===== config.mk =====
export PLATFORM = sky130hd
export DESIGN_NAME = pbm_pixel_bus_input_mux
export DESIGN_NICKNAME = d
export VERILOG_FILES = /design/src/pkg/pbm_pkg.sv /design/src/rtl/pbm_pixel_bus_input_mux.sv
export VERILOG_INCLUDE_DIRS = /design/src /design/src/pkg
export SDC_FILE = /design/constraint.sdc
export NUM_CORES = 1
export LEC_CHECK = 0
export BUFFER_PORTS_ARGS = -buffer_cell sky130_fd_sc_hd__buf_2
export CAP_MARGIN = 0
export CORE_UTILIZATION = 30
export DETAILED_ROUTE_END_ITERATION = 6
export SLEW_MARGIN = 20
export SYNTH_ARGS = -nofsm -noshare
export SYNTH_HDL_FRONTEND = slang
export SYNTH_SLANG_ARGS = --single-unit

===== constraint.sdc =====
create_clock -name i_core_clk -period 14 [get_ports i_core_clk]
set_input_delay 3.5 -clock i_core_clk [delete_from_list [all_inputs] [get_ports i_core_clk]]
set_output_delay 3.5 -clock i_core_clk [all_outputs]
set_load 0.01 [all_outputs]

===== src/pkg/pbm_defines.svh =====
// Constants for the pixel bus input mux: widths, field positions, taps.
// Assumes inclusion by its bare name from the package and the design.
`ifndef PBM_DEFINES_SVH
`define PBM_DEFINES_SVH

`define PBM_WORD_W     24
`define PBM_HALF_W     12
`define PBM_CFG_MSB    23
`define PBM_CFG_LSB    16
`define PBM_CFG_W      8
`define PBM_SKEW_W     3
`define PBM_TAPS       8
`define PBM_CTL_W      2
`define PBM_LINK_NS    320
`define PBM_CORE_NS    40

`endif


===== src/pkg/pbm_pkg.sv =====
// Types shared by the pixel bus input mux.
// Assumes the constants header is on the include path.
`include "pbm_defines.svh"

package pbm_pkg;

   typedef enum logic [1:0] {
      PBM_MODE_SIDEBAND = 2'b00,
      PBM_MODE_SKEW     = 2'b01,
      PBM_MODE_ADDRESS  = 2'b10
   } pbm_mode_type;

   typedef enum logic {
      PBM_HALF_FIRST  = 1'b0,
      PBM_HALF_SECOND = 1'b1
   } pbm_half_type;

endpackage : pbm_pkg


===== src/rtl/pbm_pixel_bus_input_mux.sv =====
// Input side of a flat-panel video transmitter: pixel bus capture in
// single-edge or dual-edge layout, multifunction pin routing and the
// user configuration byte.
// Assumes all pins but i_pixel_ready are asynchronous to i_core_clk, which must run at least
// four times faster than the pixel input clock.
//
// Overview of operation
// Serial port off, skew off: inputs 2 and 1 become sideband control.
// Sideband control is forwarded only while active video is low.
// In sideband configuration multifunction input 3 is ignored.
// Serial port off, skew on: three inputs form a capture-delay skew code.
// Serial port on: three inputs are slave address low bits, any skew.
// An undriven multifunction input reads as low.
// Bus width high: upper twelve data bits captured on one edge.
// Bus width high: lower twelve bits captured with the upper half.
// Bus width low: lower twelve bits captured on both clock edges.
// Bus width low: upper twelve data inputs give no pixel data.
// Bus width low: data bits 23 to 16 copied into the user byte.
// The user configuration byte is readable by the controller.
// Dual-edge halves pair rising then falling into one word.
`timescale 1ns/1ns
`include "pbm_defines.svh"

module pbm_pixel_bus_input_mux
   import pbm_pkg::*;
#(
   parameter bit FIRST_HALF_LOW = 1'b1      // Rising-edge half goes low.
) (
   input  wire logic                   i_core_clk,            // Core clock.
   input  wire logic                   i_rst_b,               // Async reset.
   input  wire logic                   i_pixel_input_clock,   // Link clock.
   input  wire logic [`PBM_WORD_W-1:0] i_data,                // Pixel bus.
   input  wire logic                   i_active_video_flag,   // Active video.
   input  wire logic                   i_bus_width_select,    // 1 = 24 bit.
   input  wire logic                   i_serial_port_select,  // Serial on.
   input  wire logic                   i_skew_adjust_enable,  // Skew on.
   input  wire logic                   i_multifunction_input_1, // MF pin 1.
   input  wire logic                   i_multifunction_input_2, // MF pin 2.
   input  wire logic                   i_multifunction_input_3, // MF pin 3.
   input  wire logic                   i_pixel_ready,         // Sink ready.
   output logic [`PBM_WORD_W-1:0]      o_pixel_data,          // Pixel word.
   output logic                        o_pixel_active,        // Word's flag.
   output logic                        o_pixel_valid,         // Word valid.
   output logic                        o_overflow,            // Sticky loss.
   output logic [`PBM_CTL_W-1:0]       o_sideband_control_bits, // Sideband.
   output logic                        o_sideband_valid,      // Sideband ok.
   output logic [`PBM_SKEW_W-1:0]      o_skew_code,           // Skew in use.
   output logic [`PBM_SKEW_W-1:0]      o_slave_addr_lsb,      // Address LSBs.
   output logic [`PBM_CFG_W-1:0]       o_user_config_byte     // User byte.
);

   // ********************************************************************
   // Reset release and input synchronisers
   // ********************************************************************

   logic                     rst_meta_b;
   logic                     rst_b;
   localparam int PIN_W = `PBM_WORD_W + 8;
   logic [PIN_W-1:0]         pin_meta;
   logic [PIN_W-1:0]         pin_sync;
   logic                     clk_prev;

   always_ff @(posedge i_core_clk or negedge i_rst_b) begin
      if (!i_rst_b) begin
         rst_meta_b <= 1'b0;
         rst_b      <= 1'b0;
      end else begin
         rst_meta_b <= 1'b1;
         rst_b      <= rst_meta_b;
      end
   end

   // Undriven multifunction pins are held low by pad pulldowns, so a
   // floating pin always arrives here as zero.
   always_ff @(posedge i_core_clk or negedge rst_b) begin
      if (!rst_b) begin
         pin_meta <= '0;
         pin_sync <= '0;
         clk_prev <= 1'b0;
      end else begin
         pin_meta <= {i_pixel_input_clock, i_active_video_flag,
                      i_bus_width_select, i_serial_port_select,
                      i_skew_adjust_enable, i_multifunction_input_3,
                      i_multifunction_input_2, i_multifunction_input_1,
                      i_data};
         pin_sync <= pin_meta;
         clk_prev <= pin_sync[PIN_W-1];
      end
   end

   logic                     link_clk;
   logic                     de;
   logic                     wide;
   logic                     serial_on;
   logic                     skew_on;
   logic [`PBM_SKEW_W-1:0]   mf;
   logic [`PBM_WORD_W-1:0]   data;
   logic                     rise;
   logic                     fall;

   assign link_clk  = pin_sync[PIN_W-1];
   assign de        = pin_sync[PIN_W-2];
   assign wide      = pin_sync[PIN_W-3];
   assign serial_on = pin_sync[PIN_W-4];
   assign skew_on   = pin_sync[PIN_W-5];
   assign mf        = pin_sync[`PBM_WORD_W+2:`PBM_WORD_W];
   assign data      = pin_sync[`PBM_WORD_W-1:0];
   assign rise      = link_clk & ~clk_prev;
   assign fall      = ~link_clk & clk_prev;

   // ********************************************************************
   // Multifunction routing
   // ********************************************************************

   pbm_mode_type             mode;
   logic [`PBM_SKEW_W-1:0]   skew;

   always_comb begin
      if (serial_on) begin
         mode = PBM_MODE_ADDRESS;
      end else if (skew_on) begin
         mode = PBM_MODE_SKEW;
      end else begin
         mode = PBM_MODE_SIDEBAND;
      end
   end

   assign skew = (mode == PBM_MODE_SKEW) ? mf : '0;

   always_ff @(posedge i_core_clk or negedge rst_b) begin
      if (!rst_b) begin
         o_sideband_control_bits <= '0;
         o_sideband_valid        <= 1'b0;
         o_skew_code             <= '0;
         o_slave_addr_lsb        <= '0;
      end else begin
         o_skew_code <= skew;
         if (mode == PBM_MODE_ADDRESS) begin
            o_slave_addr_lsb <= mf;
         end
         // Input 3 is never looked at for the sideband bits or their valid flag.
         o_sideband_valid <= (mode == PBM_MODE_SIDEBAND) && !de;
         if (mode == PBM_MODE_SIDEBAND && !de) begin
            o_sideband_control_bits <= mf[`PBM_CTL_W-1:0];
         end
      end
   end

   // ********************************************************************
   // Skewed capture point
   // ********************************************************************

   // The skew code delays the capture strobe by whole core cycles after
   // the sampled edge; data keeps flowing, so later samples are taken.
   // Codes beyond a half link period would reach into the next half.
   logic [`PBM_TAPS-1:0]     rise_hist;
   logic [`PBM_TAPS-1:0]     fall_hist;

   function automatic logic pick_tap(input logic [`PBM_TAPS-1:0] hist,
                                     input logic [`PBM_SKEW_W-1:0] sel);
      pick_tap = hist[sel];
   endfunction : pick_tap

   always_ff @(posedge i_core_clk or negedge rst_b) begin
      if (!rst_b) begin
         rise_hist <= '0;
         fall_hist <= '0;
      end else begin
         rise_hist <= {rise_hist[`PBM_TAPS-2:0], rise};
         fall_hist <= {fall_hist[`PBM_TAPS-2:0], fall};
      end
   end

   logic                     cap_rise;
   logic                     cap_fall;

   assign cap_rise = (skew == '0) ? rise
                   : pick_tap(rise_hist, skew - 3'h1);
   assign cap_fall = (skew == '0) ? fall
                   : pick_tap(fall_hist, skew - 3'h1);

   // ********************************************************************
   // Pixel capture and half pairing
   // ********************************************************************

   pbm_half_type             half;
   logic [`PBM_HALF_W-1:0]   first_half;
   logic                     word_push;
   logic [`PBM_WORD_W-1:0]   word;
   logic                     word_de;

   always_ff @(posedge i_core_clk or negedge rst_b) begin
      if (!rst_b) begin
         half       <= PBM_HALF_FIRST;
         first_half <= '0;
         word_push  <= 1'b0;
         word       <= '0;
         word_de    <= 1'b0;
      end else begin
         word_push <= 1'b0;
         if (wide) begin
            half <= PBM_HALF_FIRST;
            if (cap_rise) begin
               word      <= data;
               word_de   <= de;
               word_push <= 1'b1;
            end
         end else begin
            unique case (half)
               PBM_HALF_FIRST: begin
                  if (cap_rise) begin
                     first_half <= data[`PBM_HALF_W-1:0];
                     half       <= PBM_HALF_SECOND;
                  end
               end
               PBM_HALF_SECOND: begin
                  if (cap_fall) begin
                     word      <= FIRST_HALF_LOW
                                ? {data[`PBM_HALF_W-1:0], first_half}
                                : {first_half, data[`PBM_HALF_W-1:0]};
                     word_de   <= de;
                     word_push <= 1'b1;
                     half      <= PBM_HALF_FIRST;
                  end
               end
            endcase
         end
      end
   end

   // ********************************************************************
   // User configuration byte
   // ********************************************************************

   always_ff @(posedge i_core_clk or negedge rst_b) begin
      if (!rst_b) begin
         o_user_config_byte <= '0;
      end else if (!wide) begin
         o_user_config_byte <= data[`PBM_CFG_MSB:`PBM_CFG_LSB];
      end
   end

   // ********************************************************************
   // Two-entry output buffer
   // ********************************************************************

   // The controller cannot be stalled, so a word that meets a full buffer
   // is dropped and the sticky overflow flag records it.
   logic [`PBM_WORD_W:0]     skid;
   logic                     skid_valid;
   logic                     pop;
   logic                     drain;
   logic                     accept;

   // A word arriving while the skid entry drains is kept, so only a
   // genuinely full buffer loses data.
   assign pop    = o_pixel_valid & i_pixel_ready;
   assign drain  = ~o_pixel_valid | pop;
   assign accept = word_push & (drain | ~skid_valid);

   always_ff @(posedge i_core_clk or negedge rst_b) begin
      if (!rst_b) begin
         o_pixel_data   <= '0;
         o_pixel_active <= 1'b0;
         o_pixel_valid  <= 1'b0;
         skid           <= '0;
         skid_valid     <= 1'b0;
      end else if (drain) begin
         if (skid_valid) begin
            {o_pixel_active, o_pixel_data} <= skid;
            o_pixel_valid                  <= 1'b1;
            skid                           <= {word_de, word};
            skid_valid                     <= word_push;
         end else begin
            {o_pixel_active, o_pixel_data} <= {word_de, word};
            o_pixel_valid                  <= word_push;
         end
      end else if (accept) begin
         skid       <= {word_de, word};
         skid_valid <= 1'b1;
      end
   end

   always_ff @(posedge i_core_clk or negedge rst_b) begin
      if (!rst_b) begin
         o_overflow <= 1'b0;
      end else if (word_push && !accept) begin
         o_overflow <= 1'b1;
      end
   end

endmodule : pbm_pixel_bus_input_mux


==> metrics.txt, run 1 <==
status finished with violations; failing checks design-rule violations; Cell Chain, Critical Path buf_2 -> nor2b_4 -> nand2_1 -> mux2i_2 -> buf_4 -> mux2_2; vias in the first global route 3643; core area 22570 sq um; synthesis warning total 0; wire per inst 14.58 um; Die X 153.4 um; Post-Synth Adder-Cell Area 0.3640%; number of vias per cell 4.313; fin nets 550; R2R depth 8; Root Driver clkbuf_16; min-delay worst type flip-flop to asynchronous set/reset pin; number of routed nets with antenna violations 0; share of cells above drive strength 1 42.78%; largest family of logic cells by synthesized area multiplexers; worst reg-to-reg setup slack 10.87 ns; setup clock skew after layout 0.009822 ns; Compound-Gate Fraction of Synth Area 2.912%; Synth Area in XOR/XNOR 0.4004%; RR Startpoint pin_sync[28]$_DFF_PN0_; most common cell after layout, fill and taps aside dfrtp_1; Critical Path RT 14.30 ns; Area growth syn-to-layout 18.85%; Port-buffer cells 78; post-cts sizing count 0; fin. max-slew vios 0; final core occ 36.20%; CTS clk-pin slew, worst paths 0.07 ns; Routed Wire Length 11830 um; first-pass iteration count of the detailed router 7; post-detailed-route DRC marker count 2; Worst Path Arrival 5.48 ns; setup TNS 0 ns; Iter 0 DRT Violations 160; Site Rows 55; final worst setup slack 8.822 ns; Cell variety after synth 29; multi-input logic area 1953 sq um; CTS tree built; RR Endpoint first_half[6]$_DFFE_PN0P_; number of setup violations in the final report 0; CP max stage delay 0.75 ns; WS Path Type input pin to flip-flop; diode count 0; register area share after synthesis 69.88%; Initial Util 30.46%; layout filler cell count 2145; storage element area 4808 sq um; Worst setup SP type input pin; gr ovfl total 0; period utilization 36.99%; number of synthesized register bits 192; DIE AREA 23530 sq um; critical path's slowest cell nor2b_4; post-synthesis simple-gate area fraction 3.221%; Leak 3.625 nW; io pins 79; largest net degree at the start of global routing 85; worst skew pair latency 0.42 ns; HPWL Detailed 8010 um; Num CTS Buffers 17; H-Tree Depth 4; fmax 0.1931 GHz; Critical Path Start i_pixel_ready; share of the synthesized area in the top cell type 69.88%; clk buf depth 2; syn avg cell area 16.03 sq um; Synth Instances 429; Mapped Nets 466; post-synthesis mux area share 21.29%; Hold Violations, Final 0; vias 3498; cell taking the most area after synthesis dfrtp_1; RSZ-0062 raised after global routing false; clk sinks 192; final worst path period need 5.178 ns; peak supply drop 0.1019 mV; buffer count from post-CTS setup fixing 0; first-pass GRT wire length 20030 um; Pwr Density 184.2 nW/um^2; CP Max Fanout 55; Synth Cell Area 6875 sq um; Die Height 153.4 um; GPL Wtd Cong 0.7353; max_slew headroom 35.18%; max-cap viol count 0; Synth area leaders dfrtp_1 (70%), mux2_2 (16%), mux2i_1 (3.9%); # hold bufs at CTS 0; commonest cells after routing, fill and taps aside dfrtp_1 (191), mux2_2 (99), buf_2 (78); Total GRT Usage 11.04%; Setup WS pre-CTS 8.381 ns; initial antenna violation count 0; CP Capture Type flip-flop; slew of the pin with the lowest slew margin 0.9703 ns
[sequential cells by signal, indices dropped and copies added (netlist names), 3 cells and up]
register            count
fall_hist               8
first_half             12
o_pixel_data           24
o_skew_code             3
o_slave_addr_lsb        3
o_user_config_byte      8
pin_meta               32
pin_sync               32
rise_hist               8
skid                   25
word                   24
[Yosys cell counts]
cell type	n
a2111oi_0	2
a31o_2	1
and2_2	1
buf_1	2
buf_2	1
buf_4	1
buf_6	3
buf_8	1
clkbuf_1	12
conb_1	1
dfrtp_1	192
ha_1	2
inv_1	3
inv_2	1
mux2_2	99
mux2i_1	27
mux4_1	3
nand2_1	31
nand3b_4	1
nor2_1	1
nor2b_1	8
nor3_1	1
o21ai_0	28
o221ai_2	1
o22ai_1	1
o22ai_2	1
or2_2	1
or3_1	2
xor2_4	1
[power breakdown]
group	switching (mW)	total, mW	internal (mW)
logic	0.120	0.264	0.144
registers	0.0815	0.770	0.689
clock network	0.210	0.471	0.261
[critical path, delay by kind of cell]
family	cells	cell delay [ns]
buffers and inverters	2	0.44
multiplexers	2	0.57
AND/OR/NAND/NOR	2	0.95
[cells by family (layout without fill, tap and decap cells)]
| group | after synthesis | in the layout |
|---|---|---|
| AOI/OAI and AO/OA | 34 | 34 |
| xor gates and xnor gates | 1 | 1 |
| and+or+nand+nor | 46 | 46 |
| muxes | 129 | 129 |
| DFF | 192 | 192 |
| other | 1 | 1 |
| buffers and inverters | 24 | 121 |
| adders and majority gates | 2 | 2 |
[layout make-up]
class,count,area share [%]
Multi-Input combinational cell,213,23.90
Clock buffer,21,5.635
Tap cell,285,4.364
Sequential cell,192,58.84
Timing Repair Buffer,85,5.573
Clock inverter,11,1.501
Inverter,4,0.1837
[metrics by stage]
| stage | std cells | cell area, sq um | hold WS, ns | power (mW) |
|---|---|---|---|---|
| 2_1_floorplan | 429 | 6875 | 0.3312 | 0.9432 |
| 3_3_place_gp | 778 | 7569 | 0.3320 | 1.036 |
| 3_5_place_dp | 778 | 7569 | 0.3347 | 1.051 |
| 4_1_cts | 810 | 8152 | 0.3492 | 1.530 |
| 5_1_grt | 811 | 8172 | 0.3518 | 1.598 |
| 6_report | 811 | 8172 | 0.3114 | 1.505 |
[per-layer routing]
layer,global-route usage [%],wire length (um)
met1,16.52,6257
met5,0,0
met2,14.96,4963
met3,3.090,465
met4,4.286,140
[worst max-delay path by stage]
stage	cells past startpoint	to	slack, ns
global route	6	skid[24]$_DFFE_PN0P_	8.67
global placement	6	skid[5]$_DFFE_PN0P_	8.49
finish	6	skid[21]$_DFFE_PN0P_	8.82
CTS	6	skid[24]$_DFFE_PN0P_	8.84
detailed placement	6	skid[21]$_DFFE_PN0P_	8.38
floorplan	0	clk_prev$_DFF_PN0_	8.25
No activity file was read; power rests on OpenSTA's default activity.
==> inputs of run 2 (changes only) <==
==> constraint.sdc (replaced) <==
create_clock -name i_core_clk -period 4.93 [get_ports i_core_clk]
set_input_delay 1.2325 -clock i_core_clk [delete_from_list [all_inputs] [get_ports i_core_clk]]
set_output_delay 1.2325 -clock i_core_clk [all_outputs]
set_load 0.01 [all_outputs]
==> metrics.txt, run 2 (synthesis gave the netlist of run 1 again) <==
status finished with violations; number of vias per cell 4.294 (-0.44%); # hold bufs at CTS 0 (unchanged); peak supply drop 0.2633 mV (+160%); Area growth syn-to-layout 18.87% (about the same); CP Max Fanout 13 (-76%); worst skew pair latency 0.43 ns (about the same); post-cts sizing count 0 (unchanged); Post-Layout Cell Count 809 (-0.25%); Total GRT Usage 11.32% (+0.28 points); most common cell after layout, fill and taps aside dfrtp_1; vias 3474 (-0.69%); Die X 153.4 um (unchanged); Die Height 153.4 um (unchanged); Initial Util 30.46% (unchanged); CTS clk-pin slew, worst paths 0.07 ns (about the same); Leak 3.618 nW (-0.20%); final worst path period need 3.049 ns; number of routed nets with antenna violations 0 (unchanged); io pins 79 (unchanged); gr ovfl total 0 (unchanged); Num CTS Buffers 17 (unchanged); clk sinks 192 (unchanged); Port-buffer cells 78 (unchanged); slew of the pin with the lowest slew margin 0.9740 ns (+0.003731 ns); commonest cells after routing, fill and taps aside dfrtp_1 (191), mux2_2 (99), buf_2 (78); DIE AREA 23530 sq um (unchanged); initial antenna violation count 0 (unchanged); Critical Path RT 5.24 ns (-9.06 ns); buffer count from post-CTS setup fixing 0 (unchanged); CTS tree built; period utilization 61.86%; core area 22570 sq um (unchanged); fin nets 548 (-0.36%); setup clock skew after layout 0.009252 ns (-0.0005699 ns); share of cells above drive strength 1 42.94% (+0.16 points); dpl cells 777 (-0.13%); largest registers pin_meta (32), pin_sync (32), skid (25); failing checks design-rule violations; Hold Violations, Final 0 (unchanged); diode count 0 (unchanged); worst hold margin 0.2817 ns (-0.02969 ns); Site Rows 55 (unchanged); WS Path Type flip-flop to flip-flop; H-Tree Depth 4 (unchanged); wire per inst 14.94 um (+2.5%); fmax 0.3279 GHz; Worst setup SP type flip-flop; setup TNS 0 ns (unchanged); layout filler cell count 2143 (-0.093%); vias in the first global route 3737 (+2.6%); first-pass iteration count of the detailed router 6 (-1); max_slew headroom 34.93% (-0.25 points); RSZ-0062 raised after global routing false; fin. max-slew vios 0 (unchanged); CP Capture Type flip-flop; clk buf depth 2 (unchanged); largest net degree at the start of global routing 158 (+86%); max-cap viol count 0 (unchanged); number of setup violations in the final report 0 (unchanged); HPWL Detailed 7999 um (-0.14%); GPL Wtd Cong 0.7523 (+2.3%); Worst Path Arrival 3.36 ns (-2.12 ns); post-detailed-route DRC marker count 2 (unchanged); Routed Wire Length 12090 um (+2.2%); min-delay worst type flip-flop to asynchronous set/reset pin; Root Driver clkbuf_16; first-pass GRT wire length 20530 um (+2.5%); Iter 0 DRT Violations 172 (+7.5%); Pwr Density 529.7 nW/um^2 (+190%)
==> run 2: cell types whose count changed in the layout (fill, tap and decap cells not counted), sizes merged <==
cell / delta
clkinvlp: +2
inv: +1
clkbuf: -4
bufinv: +1
buf: -2
==> run 2: worst max-delay path, stage by stage (launching register included) <==
cell and delay, ns:
dfrtp_1 0.45, nor2b_1 0.15, and2_2 0.17, inv_2 0.06
ha_1 0.41, mux4_1 0.60, o221ai_2 0.18, or3_1 0.50
mux2_2 0.40
==> run 2: cell type report <==
type / instances / area [sq um] / share of cell area (%)
Clock buffer: 17 / 425.4 / 5.205
Inverter: 4 / 15.01 / 0.1837
Multi-Input combinational cell: 213 / 1953 / 23.90
Timing Repair Buffer: 83 / 440.4 / 5.389
Tap cell: 285 / 356.6 / 4.363
Sequential cell: 192 / 4808 / 58.83
Clock inverter: 15 / 173.9 / 2.128
==> run 2: final timing paths <==
kind                       depth (start not counted)  slack (ns)                         to              startpoint
setup / recovery                                   8        1.88  first_half[1]$_DFFE_PN0P_  pin_sync[28]$_DFF_PN0_
setup reg to reg                                   8        1.88  first_half[1]$_DFFE_PN0P_  pin_sync[28]$_DFF_PN0_
hold / removal                                     0        0.28     pin_meta[16]$_DFF_PN0_         rst_b$_DFF_PN0_
min in group i_core_clk                            0        0.35     pin_sync[16]$_DFF_PN0_  pin_meta[16]$_DFF_PN0_
max in group asynchronous                          1        3.51       word[23]$_DFFE_PN0P_         rst_b$_DFF_PN0_
hold reg to reg                                    0        0.28     pin_meta[16]$_DFF_PN0_         rst_b$_DFF_PN0_
==> run 2: routing by layer <==
metal	track usage (%)	wire, um
met1	16.74	6399
met2	15.44	4995
met3	2.949	461
met4	5.000	234
met5	0	0
==> run 2: where the power goes <==
part / leakage [nW] / total [mW] / switching, mW / internal (mW)
registers: 2.29 / 2.19 / 0.230 / 1.96
logic: 1.03 / 0.752 / 0.344 / 0.408
clock network: 0.291 / 1.39 / 0.628 / 0.764
total: 3.62 / 4.33 / 1.20 / 3.13
==> run 2: per-stage QoR <==
step	setup WS (ns)	util (%)	total power, mW	instance area [sq um]
final	1.881	36.21	4.329	8173
after floorplan	1.764	-	2.678	6877
after detailed placement	1.529	33.55	2.986	7574
after global placement	1.659	33.55	2.939	7574
after CTS	1.832	36.21	4.392	8173
after global routing	1.624	36.21	4.579	8173
